File: config.mk
export PLATFORM = sky130hd
export DESIGN_NAME = rcs_startup
export DESIGN_NICKNAME = d
export VERILOG_FILES = /design/src/rcs_pkg.sv /design/src/rcs_reset_sync.sv /design/src/rcs_startup.sv
export VERILOG_INCLUDE_DIRS = /design/src
export SDC_FILE = /design/constraint.sdc
export NUM_CORES = 1
export LEC_CHECK = 0
export ABC_AREA = 1
export ABC_CLOCK_PERIOD_IN_PS = 1300
export BUFFER_PORTS_ARGS = -buffer_cell sky130_fd_sc_hd__buf_2
export CAP_MARGIN = 40
export CORE_MARGIN = 1
export CORE_UTILIZATION = 40
export DETAILED_ROUTE_END_ITERATION = 10
export PLACE_DENSITY_LB_ADDON = 0.05
export SETUP_SLACK_MARGIN = 0.15
export SYNTH_ARGS = -nofsm -noshare
export SYNTH_HDL_FRONTEND = slang
export SYNTH_HIERARCHICAL = 1
export SYNTH_SLANG_ARGS = --single-unit
File: constraint.sdc
create_clock -name clk_in -period 1.3 [get_ports clk_in]
set_input_delay 0.195 -clock clk_in [delete_from_list [all_inputs] [get_ports clk_in]]
set_output_delay 0.195 -clock clk_in [all_outputs]
set_load 0.02 [all_outputs]
File: src/rcs_params.svh
// offsets, field positions, reset values and timing counts of the start-up controller
`ifndef RCS_PARAMS_SVH
`define RCS_PARAMS_SVH

// register byte offsets
`define RCS_ADDR_PWR 8'h00
`define RCS_ADDR_RRCTL 8'h04
`define RCS_ADDR_STAT 8'h08

// power management control fields
`define RCS_PM_MULT_LSB 0
`define RCS_PM_MULT_W 6
`define RCS_PM_DIV_LSB 8
`define RCS_PM_DIV_W 2
`define RCS_PM_DIV_RST 2'h0

// running reset control fields
`define RCS_RR_PINFN_BIT 0
`define RCS_RR_SOFT_BIT 1

// status fields
`define RCS_ST_BOOT_LSB 0
`define RCS_ST_RATIO_LSB 3
`define RCS_ST_RSVD_BIT 5
`define RCS_ST_OSC_BIT 6
`define RCS_ST_RUN_BIT 7
`define RCS_ST_PINFN_BIT 8

// start-up multipliers for each ratio strap pattern
`define RCS_MULT_8 6'h08
`define RCS_MULT_16 6'h10
`define RCS_MULT_32 6'h20

// pll lock wait in input clock cycles
`define RCS_LOCK_CYCLES 4096

`endif

File: src/rcs_pkg.sv
// types shared by the start-up controller
`default_nettype none
package rcs_pkg;

    // sequencer states
    typedef enum logic [1:0] {
        RCS_HOLD,
        RCS_SAMPLE,
        RCS_LOCK,
        RCS_RUN
    } rcs_state_t;

    // strap levels caught at reset release
    typedef struct packed {
        logic [2:0] boot;
        logic [1:0] ratio;
        logic crystal;
    } rcs_strap_t;

    // pll setting driven to the clock generator
    typedef struct packed {
        logic [5:0] mult;
        logic [1:0] div;
    } rcs_pll_t;

endpackage : rcs_pkg

`default_nettype wire

File: src/rcs_reset_sync.sv
// reset synchroniser: asserts at once, releases on the clock
`timescale 1ns/1ps
`default_nettype none

module rcs_reset_sync (
    input wire logic clk_in,
    input wire logic rst_n_in,
    output logic rst_n_out
);

    logic meta_q;
    logic sync_q;

    // two-stage release, first stage read only by the second
    always_ff @(posedge clk_in or negedge rst_n_in)
    begin
        if (!rst_n_in)
        begin
            meta_q <= 1'b0;
            sync_q <= 1'b0;
        end
        else
        begin
            meta_q <= 1'b1;
            sync_q <= meta_q;
        end
    end

    assign rst_n_out = sync_q;

endmodule : rcs_reset_sync

`default_nettype wire

File: src/rcs_startup.sv
// reset and clock start-up controller with wishbone register access
// Functional notes
// - ratio straps 00 give 8:1, 01 give 32:1, 10 give 16:1; 11 reserved.
// - straps set start-up ratio only; software may rewrite pll settings later.
// - crystal fitted selects internal oscillator, otherwise external clock source.
// - reset input low holds the whole processor in a defined state.
// - after release wait 4096 input clocks, then fetch from reset vector.
// - after reset the reset pin acts as a reset output.
// - bit 0 of running reset control turns the pin into running reset input.
// - boot straps held valid by board, sampled at every reset release.
//
// The Wishbone slave port and the placing of the registers were chosen for this implementation.
`include "rcs_params.svh"
`timescale 1ns/1ps
`default_nettype none

module rcs_startup #(
    parameter int LOCK_CYCLES = `RCS_LOCK_CYCLES,
    parameter int CNT_W = 13
) (
    input wire logic clk_in,
    input wire logic rst_n_in,
    input wire logic ce_in,
    input wire logic [1:0] ratio_strap_in,
    input wire logic [2:0] boot_strap_in,
    input wire logic crystal_fitted_in,
    input wire logic running_reset_input_in,
    output logic reset_output_pin_out,
    output logic reset_pin_oe_out,
    output logic osc_enable_out,
    output logic core_reset_n_out,
    output logic core_start_out,
    output logic [2:0] boot_mode_out,
    output rcs_pkg::rcs_pll_t pll_out,
    input wire logic wb_cyc_i,
    input wire logic wb_stb_i,
    input wire logic wb_we_i,
    input wire logic [7:0] wb_adr_i,
    input wire logic [3:0] wb_sel_i,
    input wire logic [31:0] wb_dat_i,
    output logic [31:0] wb_dat_o,
    output logic wb_ack_o
);

    logic rst_sync_n;
    rcs_pkg::rcs_state_t state_q, state_d;
    logic [CNT_W-1:0] cnt_q, cnt_d;
    rcs_pkg::rcs_strap_t strap_q, strap_d;
    rcs_pkg::rcs_pll_t pll_q, pll_d;
    logic rsvd_q, rsvd_d;
    logic pinfn_q, pinfn_d;
    logic start_q, start_d;
    logic ack_q, ack_d;
    logic [31:0] dat_q, dat_d;
    logic wr_stb;
    logic soft_rst;
    logic run_rst;

    // ratio strap decode into start-up multiplier
    function automatic logic [5:0] ratio_mult(input logic [1:0] code);
        case (code)
            2'h0: ratio_mult = `RCS_MULT_8;
            2'h1: ratio_mult = `RCS_MULT_32;
            2'h2: ratio_mult = `RCS_MULT_16;
            default: ratio_mult = `RCS_MULT_8; // reserved, safe slowest
        endcase
    endfunction : ratio_mult

    rcs_reset_sync u_rst_sync (
        .clk_in(clk_in),
        .rst_n_in(rst_n_in),
        .rst_n_out(rst_sync_n)
    );

    // bus write strobe on the first cycle of a request
    assign wr_stb = ce_in && wb_cyc_i && wb_stb_i && wb_we_i && !ack_q;
    assign soft_rst = wr_stb && (wb_adr_i == `RCS_ADDR_RRCTL) && wb_sel_i[0]
        && wb_dat_i[`RCS_RR_SOFT_BIT];
    // pin low restarts the core when in input function
    assign run_rst = pinfn_q && !running_reset_input_in;

    // sequencer and control next values
    always_comb
    begin
        state_d = state_q;
        cnt_d = cnt_q;
        strap_d = strap_q;
        pll_d = pll_q;
        rsvd_d = rsvd_q;
        pinfn_d = pinfn_q;
        start_d = 1'b0;
        case (state_q)
            rcs_pkg::RCS_HOLD:
            begin
                state_d = rcs_pkg::RCS_SAMPLE;
            end
            rcs_pkg::RCS_SAMPLE:
            begin
                strap_d.boot = boot_strap_in;
                strap_d.ratio = ratio_strap_in;
                strap_d.crystal = crystal_fitted_in;
                pll_d.mult = ratio_mult(ratio_strap_in);
                pll_d.div = `RCS_PM_DIV_RST;
                rsvd_d = (ratio_strap_in == 2'h3);
                cnt_d = '0;
                state_d = rcs_pkg::RCS_LOCK;
            end
            rcs_pkg::RCS_LOCK:
            begin
                cnt_d = cnt_q + CNT_W'(1);
                if (cnt_q == CNT_W'(LOCK_CYCLES - 1))
                begin
                    state_d = rcs_pkg::RCS_RUN;
                    start_d = 1'b1;
                end
            end
            rcs_pkg::RCS_RUN:
            begin
                if (wr_stb && wb_adr_i == `RCS_ADDR_PWR)
                begin
                    if (wb_sel_i[0])
                        pll_d.mult = wb_dat_i[`RCS_PM_MULT_LSB +: `RCS_PM_MULT_W];
                    if (wb_sel_i[1])
                        pll_d.div = wb_dat_i[`RCS_PM_DIV_LSB +: `RCS_PM_DIV_W];
                end
            end
            default:
            begin
                state_d = rcs_pkg::RCS_HOLD;
            end
        endcase
        if (wr_stb && wb_adr_i == `RCS_ADDR_RRCTL && wb_sel_i[0])
            pinfn_d = wb_dat_i[`RCS_RR_PINFN_BIT];
        // software or running reset restarts and resamples
        if (soft_rst || run_rst)
            state_d = rcs_pkg::RCS_HOLD;
    end

    always_ff @(posedge clk_in or negedge rst_sync_n)
    begin
        if (!rst_sync_n)
        begin
            state_q <= rcs_pkg::RCS_HOLD;
            cnt_q <= '0;
            strap_q <= '0;
            pll_q <= '0;
            rsvd_q <= 1'b0;
            pinfn_q <= 1'b0;
            start_q <= 1'b0;
        end
        else if (ce_in)
        begin
            state_q <= state_d;
            cnt_q <= cnt_d;
            strap_q <= strap_d;
            pll_q <= pll_d;
            rsvd_q <= rsvd_d;
            pinfn_q <= pinfn_d;
            start_q <= start_d;
        end
    end

    // bus answer and read data next values
    always_comb
    begin
        ack_d = wb_cyc_i && wb_stb_i && !ack_q;
        dat_d = dat_q;
        if (ack_d && !wb_we_i)
        begin
            dat_d = 32'h0000_0000; // unmapped reads return zero
            case (wb_adr_i)
                `RCS_ADDR_PWR:
                begin
                    dat_d[`RCS_PM_MULT_LSB +: `RCS_PM_MULT_W] = pll_q.mult;
                    dat_d[`RCS_PM_DIV_LSB +: `RCS_PM_DIV_W] = pll_q.div;
                end
                `RCS_ADDR_RRCTL:
                begin
                    dat_d[`RCS_RR_PINFN_BIT] = pinfn_q;
                end
                `RCS_ADDR_STAT:
                begin
                    dat_d[`RCS_ST_BOOT_LSB +: 3] = strap_q.boot;
                    dat_d[`RCS_ST_RATIO_LSB +: 2] = strap_q.ratio;
                    dat_d[`RCS_ST_RSVD_BIT] = rsvd_q;
                    dat_d[`RCS_ST_OSC_BIT] = strap_q.crystal;
                    dat_d[`RCS_ST_RUN_BIT] = (state_q == rcs_pkg::RCS_RUN);
                    dat_d[`RCS_ST_PINFN_BIT] = pinfn_q;
                end
                default:
                begin
                    dat_d = 32'h0000_0000;
                end
            endcase
        end
    end

    // bus registers
    always_ff @(posedge clk_in or negedge rst_sync_n)
    begin
        if (!rst_sync_n)
        begin
            ack_q <= 1'b0;
            dat_q <= 32'h0000_0000;
        end
        else if (ce_in)
        begin
            ack_q <= ack_d;
            dat_q <= dat_d;
        end
    end

    assign wb_ack_o = ack_q;
    assign wb_dat_o = dat_q;
    // core held until lock wait done
    assign core_reset_n_out = (state_q == rcs_pkg::RCS_RUN);
    assign core_start_out = start_q; // fetch from reset vector
    assign boot_mode_out = strap_q.boot;
    assign osc_enable_out = strap_q.crystal;
    assign pll_out = pll_q;
    // reset output driven unless pin turned to input
    assign reset_pin_oe_out = !pinfn_q;
    assign reset_output_pin_out = core_reset_n_out;

endmodule : rcs_startup

`default_nettype wire

==> impl_metrics.xml, run 1 <==
<?xml version="1.0" encoding="UTF-8"?>
<metrics>
  <group name="power_and_ir_drop">
    <metric name="power.clock.fraction" unit="%">19.4</metric>
    <metric name="power_report.internal_total" unit="mW">3.49</metric>
    <metric name="peakVddDrop" unit="uV">1130</metric>
    <metric name="power-per-cell-area" unit="nW/um^2">1430</metric>
    <metric name="comb_power_share" unit="%">46.1</metric>
    <metric name="sequential_group_share_of_total_power" unit="%">34.5</metric>
    <metric name="total_switching_power" unit="mW">2.06</metric>
    <metric name="power.total" unit="mW">5.55</metric>
    <metric name="switching_share" unit="%">37.1</metric>
    <metric name="static_leakage_power" unit="nW">2.02</metric>
  </group>
  <group name="global_route">
    <metric name="grt_max_degree" unit="">25</metric>
    <metric name="grt_first_pass_wirelength" unit="um">10500</metric>
    <metric name="first_global_vias" unit="">2361</metric>
    <metric name="grt_antenna_before_repair" unit="">0</metric>
    <metric name="grt_remaining_overflow" unit="">0</metric>
    <metric name="grt_use_total" unit="%">18.6</metric>
  </group>
  <group name="critical_path">
    <metric name="setup.worst_path.end_class" unit="">output port</metric>
    <metric name="required" unit="ns">1.11</metric>
    <metric name="cp_data_arrival_time" unit="ns">1.33</metric>
    <metric name="path_cells" unit="">buf_4 -&gt; ha_4 -&gt; buf_6 -&gt; buf_6</metric>
    <metric name="worstSetupPathType" unit="">reg -&gt; out</metric>
    <metric name="crit_slowest_cell" unit="">dfrtp_2</metric>
    <metric name="slowest_delay" unit="ns">0.46</metric>
    <metric name="worstSetupStartpointType" unit="">flop</metric>
    <metric name="critical-path-top-cell-by-count" unit="">buf_6</metric>
    <metric name="path_max_fanout" unit="">5</metric>
  </group>
  <group name="floorplanning">
    <metric name="initial_core_util" unit="%">41.2</metric>
    <metric name="row_count" unit="">29</metric>
    <metric name="fp.dieArea" unit="sq um">6870</metric>
    <metric name="die_h" unit="um">82.9</metric>
    <metric name="ios" unit="">106</metric>
    <metric name="fp.coreArea" unit="sq um">6350</metric>
    <metric name="fp.dieW" unit="um">82.9</metric>
  </group>
  <group name="synth">
    <metric name="postSynthAreaPerCell" unit="sq um">8.34</metric>
    <metric name="ys_seq_elements" unit="">45</metric>
    <metric name="netlist_instances" unit="">314</metric>
    <metric name="synth.lib_cells_used.distinct" unit="">32</metric>
    <metric name="sequential_element_share_of_the_synthesized_area" unit="%">43.0</metric>
    <metric name="yosys_warnings" unit="">6</metric>
    <metric name="syn_area" unit="sq um">2620</metric>
  </group>
  <group name="clock_tree">
    <metric name="htreeDepth" unit="">2</metric>
    <metric name="cts_tree" unit="">done</metric>
    <metric name="clkTransAtPathRegs" unit="ns">0.09</metric>
    <metric name="clkSinkCount" unit="">45</metric>
    <metric name="ctsRootBufferMaster" unit="">clkbuf_8</metric>
    <metric name="clock_path_buffers" unit="">2</metric>
    <metric name="clk-insertion-delay-late" unit="ns">0.30</metric>
    <metric name="number_of_cts_inserted_buffers" unit="">5</metric>
  </group>
  <group name="routing">
    <metric name="drt-initial-drc-count" unit="">57</metric>
    <metric name="drtPass1Iterations" unit="">4</metric>
    <metric name="finalWirelength" unit="um">6110</metric>
    <metric name="postRouteAntennaNets" unit="">0</metric>
    <metric name="drc" unit="">0</metric>
    <metric name="drt-vias-per-instance" unit="">4.62</metric>
    <metric name="via_count" unit="">2335</metric>
    <metric name="routed_wire_length_per_instance" unit="um">12.1</metric>
  </group>
  <group name="sta">
    <metric name="post_route_setup_tns" unit="ns">-4.00</metric>
    <metric name="timing.clock.skew" unit="ns">0.00228</metric>
    <metric name="final_critical_path_setup_slack" unit="ns">-0.223</metric>
    <metric name="timing_max_transition_violations_final" unit="">0</metric>
    <metric name="period_needed" unit="ns">1.52</metric>
    <metric name="setup_violations" unit="">31</metric>
    <metric name="rsz0062_at_grt" unit="">true</metric>
    <metric name="fin_hold_ws" unit="ns">0.125</metric>
    <metric name="period_share" unit="%">117</metric>
    <metric name="maxClockFrequency" unit="MHz">656</metric>
    <metric name="final_hold_violating_endpoints" unit="">0</metric>
  </group>
  <group name="layout">
    <metric name="final_layout_size_suffix_gt1_share" unit="%">49.3</metric>
    <metric name="fill_cells" unit="">592</metric>
    <metric name="footprint_of_the_multi_input_gates" unit="sq um">1540</metric>
    <metric name="nets_final" unit="">493</metric>
    <metric name="layout.area.seq" unit="sq um">1130</metric>
    <metric name="layout.cells.most_common_list" unit="">71 x nand2_1, 53 x buf_2, 41 x dfrtp_1, 36 x buf_4</metric>
    <metric name="syn2layout_area_growth" unit="%">47.8</metric>
    <metric name="num_antenna_cells" unit="">0</metric>
    <metric name="layout.cells.most_common" unit="">nand2_1</metric>
    <metric name="finish.utilization" unit="%">60.9</metric>
  </group>
  <group name="run_status">
    <metric name="failing_checks" unit="">negative setup slack</metric>
    <metric name="status" unit="">finished, violations left</metric>
  </group>
  <group name="hold_path">
    <metric name="min-delay-path-class" unit="">in -&gt; reg</metric>
  </group>
  <group name="job">
    <metric name="cap_viol_max_count" unit="">0</metric>
  </group>
  <group name="place">
    <metric name="final_wtd_congestion" unit="">0.737</metric>
    <metric name="place.port_buffers" unit="">57</metric>
    <metric name="total_half_perimeter_wirelength_after_legalization_and_detailed_placement" unit="um">4420</metric>
  </group>
</metrics>
==> power groups by stage <==
stage | sequential (mW) | combinational [mW] | clock, mW
final | 1.91 | 2.56 | 1.08
after global routing | 1.95 | 2.76 | 1.16
after CTS | 1.87 | 2.30 | 1.11
after detailed placement | 1.88 | 1.84 | 0
after global placement | 1.87 | 1.81 | 0
after floorplan | 1.98 | 1.19 | 0
==> worst max-delay path: cells and delay by family (launching register included) <==
kind / cells / cell delay (ns)
buffers and inverters: 3 / 0.40
adder cells (fa/ha/maj): 1 / 0.18
flip-flops: 1 / 0.46
==> Yosys cell counts, drive strengths merged <==
library cell | n | share of area, %
nand2 | 90 | 15
dfrtp | 45 | 43
inv | 34 | 4.9
nand3 | 33 | 7.2
buf | 28 | 8.0
nor2 | 27 | 4.9
o21ai | 12 | 2.7
ha | 9 | 4.3
nand4 | 9 | 2.2
a21oi | 8 | 1.5
mux2 | 5 | 2.2
nor3 | 3 | 1.0
conb | 2 | 0.29
or2 | 2 | 0.48
a211oi | 1 | 0.29
and2 | 1 | 0.24
and3 | 1 | 0.24
clkbuf | 1 | 0.53
nor4 | 1 | 0.81
o211a | 1 | 0.38
o21a | 1 | 0.29
==> registers in the layout, summed over array words and instances (netlist names), 2 cells and up <==
name and flops:
boot_mode_out 3, cnt_q 13, pll_out 8, state_q 2, strap_q 2, wb_dat_o 10
==> metrics by stage <==
stage               std cells  setup slack [ns]  cell area (sq um)
floorplan                 335            -0.129               2760
global placement          476            -0.239               3190
detailed placement        476            -0.238               3190
CTS                       497            -0.185               3620
global route              505            -0.268               3870
finish                    505            -0.223               3870
==> area by class of cell <==
type | count | area share, %
clock buffers | 5 | 1.78
clock inverters | 3 | 1.20
inverters | 34 | 3.75
multi-input cells | 227 | 39.7
flip-flops and latches | 45 | 29.2
well taps | 77 | 2.49
repair buffers | 114 | 21.9
==> path summary, 6_finish.rpt <==
kind	cells past startpoint	from	slack [ns]	to
min reg2reg	1	u_rst_sync/rst_n_out	0.24	state_q[0]
max in group asynchronous	1	u_rst_sync/rst_n_out	0.79	cnt_q[9]
min in group asynchronous	2	rst_n_in	0.21	u_rst_sync/rst_n_out
max	4	state_q[1]	-0.22	reset_output_pin_out
min	2	boot_strap_in[0]	0.12	boot_mode_out[0]
max reg2reg	9	state_q[0]	-0.22	cnt_q[7]
==> kinds of logic after synthesis <==
logic type               Yosys count  share of synthesized area [%]
buffers and inverters             63                           13.4
adder cells (fa/ha/maj)            9                           4.30
flip-flops                        45                           43.0
AND/OR/NAND/NOR                  167                           31.6
AO/OA/AOI/OAI                     23                           5.21
multiplexers                       5                           2.15
other                              2                          0.287
==> per-layer routing <==
layer	track usage (%)	vias to the layer above	wire length, um
met4	4.39	0	58
met5	0	-	0
met1	22.9	1099	2670
met2	33.5	46	3200
met3	3.58	7	185
li1	-	1183	-
==> what timing repair did <==
action,CTS,global route
resized for setup,55,42
endpoints found under the hold margin,2,0
setup buffers,12,8
endpoints found under the setup margin,39,43
pin swaps,15,20
cloned,0,0
hold buffers,1,0
Power figures use the tool's default switching activity.
==> run 2: changes to the inputs <==
- CORE_ASPECT_RATIO: unset -> 2
==> impl_metrics.xml, run 2 (synthesized netlist as in run 1, its figures left out) <==
<?xml version="1.0" encoding="UTF-8"?>
<metrics>
  <group name="place">
    <metric name="dpl_cell_area" unit="sq um">3270</metric>
    <metric name="total_half_perimeter_wirelength_after_legalization_and_detailed_placement" unit="um">4760</metric>
    <metric name="final_wtd_congestion" unit="">0.775</metric>
    <metric name="place.port_buffers" unit="">57</metric>
    <metric name="post-place-cells" unit="">491</metric>
  </group>
  <group name="critical_path">
    <metric name="r2r.worst_path.cells" unit="">11</metric>
    <metric name="cp_data_arrival_time" unit="ns">1.73</metric>
    <metric name="worstReg2RegStart" unit="">state_q[0]</metric>
    <metric name="regToRegEndpoint" unit="">core_start_out</metric>
    <metric name="worstSetupStartpointType" unit="">flop</metric>
    <metric name="regToRegSetupSlack" unit="ns">-0.20</metric>
    <metric name="worstSetupPathType" unit="">reg -&gt; reg</metric>
    <metric name="required" unit="ns">1.53</metric>
    <metric name="setup.worst_path.end_class" unit="">flop</metric>
    <metric name="path_max_fanout" unit="">3</metric>
  </group>
  <group name="layout">
    <metric name="final_layout_size_suffix_gt1_share" unit="%">48.8</metric>
    <metric name="fill_cells" unit="">575</metric>
    <metric name="syn2layout_area_growth" unit="%">49.3</metric>
    <metric name="num_antenna_cells" unit="">0</metric>
    <metric name="layout.cells.most_common_list" unit="">78 x nand2_1, 53 x buf_2, 44 x buf_4, 41 x dfrtp_1</metric>
    <metric name="layout.cells.most_common" unit="">nand2_1</metric>
    <metric name="max_flop_register" unit="">cnt_q</metric>
    <metric name="nets_final" unit="">497</metric>
    <metric name="largest_reg_flops" unit="">13</metric>
    <metric name="post_layout_nonfiller_instances" unit="">518</metric>
    <metric name="layout.cell_area.non_filler" unit="sq um">3910</metric>
  </group>
  <group name="routing">
    <metric name="drc" unit="">0</metric>
    <metric name="drtPass1Iterations" unit="">4</metric>
    <metric name="drt-initial-drc-count" unit="">56</metric>
    <metric name="via_count" unit="">2349</metric>
    <metric name="postRouteAntennaNets" unit="">0</metric>
    <metric name="routed_wire_length_per_instance" unit="um">12.2</metric>
    <metric name="finalWirelength" unit="um">6310</metric>
    <metric name="drt-vias-per-instance" unit="">4.53</metric>
  </group>
  <group name="run_status">
    <metric name="status" unit="">finished, violations left</metric>
    <metric name="failing_checks" unit="">negative setup slack</metric>
  </group>
  <group name="sta">
    <metric name="period_share" unit="%">115</metric>
    <metric name="timing_max_transition_violations_final" unit="">0</metric>
    <metric name="setup_violations" unit="">30</metric>
    <metric name="timing.clock.skew" unit="ns">0.00420</metric>
    <metric name="post_route_setup_tns" unit="ns">-4.33</metric>
    <metric name="final_hold_violating_endpoints" unit="">0</metric>
    <metric name="rsz0062_at_grt" unit="">true</metric>
    <metric name="period_needed" unit="ns">1.50</metric>
    <metric name="final_critical_path_setup_slack" unit="ns">-0.200</metric>
    <metric name="fin_hold_ws" unit="ns">0.113</metric>
    <metric name="maxClockFrequency" unit="MHz">667</metric>
  </group>
  <group name="global_route">
    <metric name="grt_antenna_before_repair" unit="">0</metric>
    <metric name="grt_remaining_overflow" unit="">0</metric>
    <metric name="grt_first_pass_wirelength" unit="um">9960</metric>
    <metric name="grt_max_degree" unit="">37</metric>
    <metric name="first_global_vias" unit="">2245</metric>
    <metric name="grt_use_total" unit="%">19.7</metric>
  </group>
  <group name="floorplanning">
    <metric name="fp.coreArea" unit="sq um">6310</metric>
    <metric name="ios" unit="">106</metric>
    <metric name="initial_core_util" unit="%">41.5</metric>
    <metric name="die_h" unit="um">116</metric>
    <metric name="fp.dieArea" unit="sq um">6890</metric>
    <metric name="row_count" unit="">41</metric>
    <metric name="fp.dieW" unit="um">59.2</metric>
  </group>
  <group name="clock_tree">
    <metric name="clkTransAtPathRegs" unit="ns">0.07</metric>
    <metric name="number_of_cts_inserted_buffers" unit="">5</metric>
    <metric name="clkSinkCount" unit="">45</metric>
    <metric name="htreeDepth" unit="">2</metric>
    <metric name="ctsRootBufferMaster" unit="">clkbuf_16</metric>
    <metric name="clk-insertion-delay-late" unit="ns">0.29</metric>
    <metric name="clock_path_buffers" unit="">2</metric>
    <metric name="cts_tree" unit="">done</metric>
  </group>
  <group name="power_and_ir_drop">
    <metric name="peakVddDrop" unit="uV">1030</metric>
    <metric name="power.total" unit="mW">5.78</metric>
    <metric name="static_leakage_power" unit="nW">2.04</metric>
    <metric name="power-per-cell-area" unit="nW/um^2">1480</metric>
  </group>
  <group name="hold_path">
    <metric name="min-delay-path-class" unit="">reg -&gt; async</metric>
  </group>
  <group name="job">
    <metric name="cap_viol_max_count" unit="">0</metric>
  </group>
</metrics>
## run 2: cell count changes in the layout (fill, tap and decap cells not counted), sizes merged
cell      change
inv           +1
clkinvlp      -1
buf           +4
## run 2: timing repair
item | in CTS | in global routing
hold buffers | 1 | 0
resized for setup | 46 | 32
endpoints found under the hold margin | 2 | 0
buffers inserted | 9 | 9
pin swaps | 9 | 16
endpoints found under the setup margin | 41 | 47
cloned | 0 | 0
## run 2: critical path, cell delays in order (launching register included)
cell,delay (ns)
dfrtp_1,0.41
inv_2,0.10
ha_2,0.18
inv_1,0.05
nor2_1,0.10
nand2_1,0.07
nor2_2,0.13
buf_4,0.12
buf_4,0.09
buf_4,0.09
nand2_1,0.04
nand2_1,0.05
## run 2: how the worst max path moves through the flow
stage | end | start
after detailed placement | pll_out[6] | state_q[0]
after global routing | cnt_q[11] | state_q[1]
final | core_start_out | state_q[0]
after global placement | pll_out[6] | state_q[0]
after floorplan | pll_out[3] | state_q[0]
after CTS | cnt_q[11] | state_q[1]
## run 2: power breakdown
group	total (mW)	internal, mW	switching (mW)
Clock	1.50	0.921	0.581
Sequential	1.90	1.66	0.238
Combinational	2.38	1.15	1.24
Total	5.78	3.73	2.05
## run 2: routing by layer
layer / vias to the layer above / GRT usage [%] / part of all wire (%)
met5: - / 0 / 0
met1: 1103 / 18.4 / 34
li1: 1189 / - / -
met3: 6 / 3.88 / 3.3
met2: 51 / 39.0 / 61
met4: 0 / 8.57 / 1.9
## run 2: layout make-up
cell class,instances,area (sq um),share of cell area (%)
clock buffers,5,125,3.20
repair buffers,118,857,21.9
clock inverters,3,47.5,1.22
well taps,86,108,2.75
multi-input cells,227,1500,38.3
inverters,34,143,3.65
flip-flops and latches,45,1130,28.9
## run 2: metrics by stage
step,utilization (%),worst slack (ns)
after detailed placement,51.9,-0.243
after floorplan,-,-0.129
after global routing,61.9,-0.281
after CTS,58.8,-0.193
after global placement,51.9,-0.236
final,61.9,-0.200
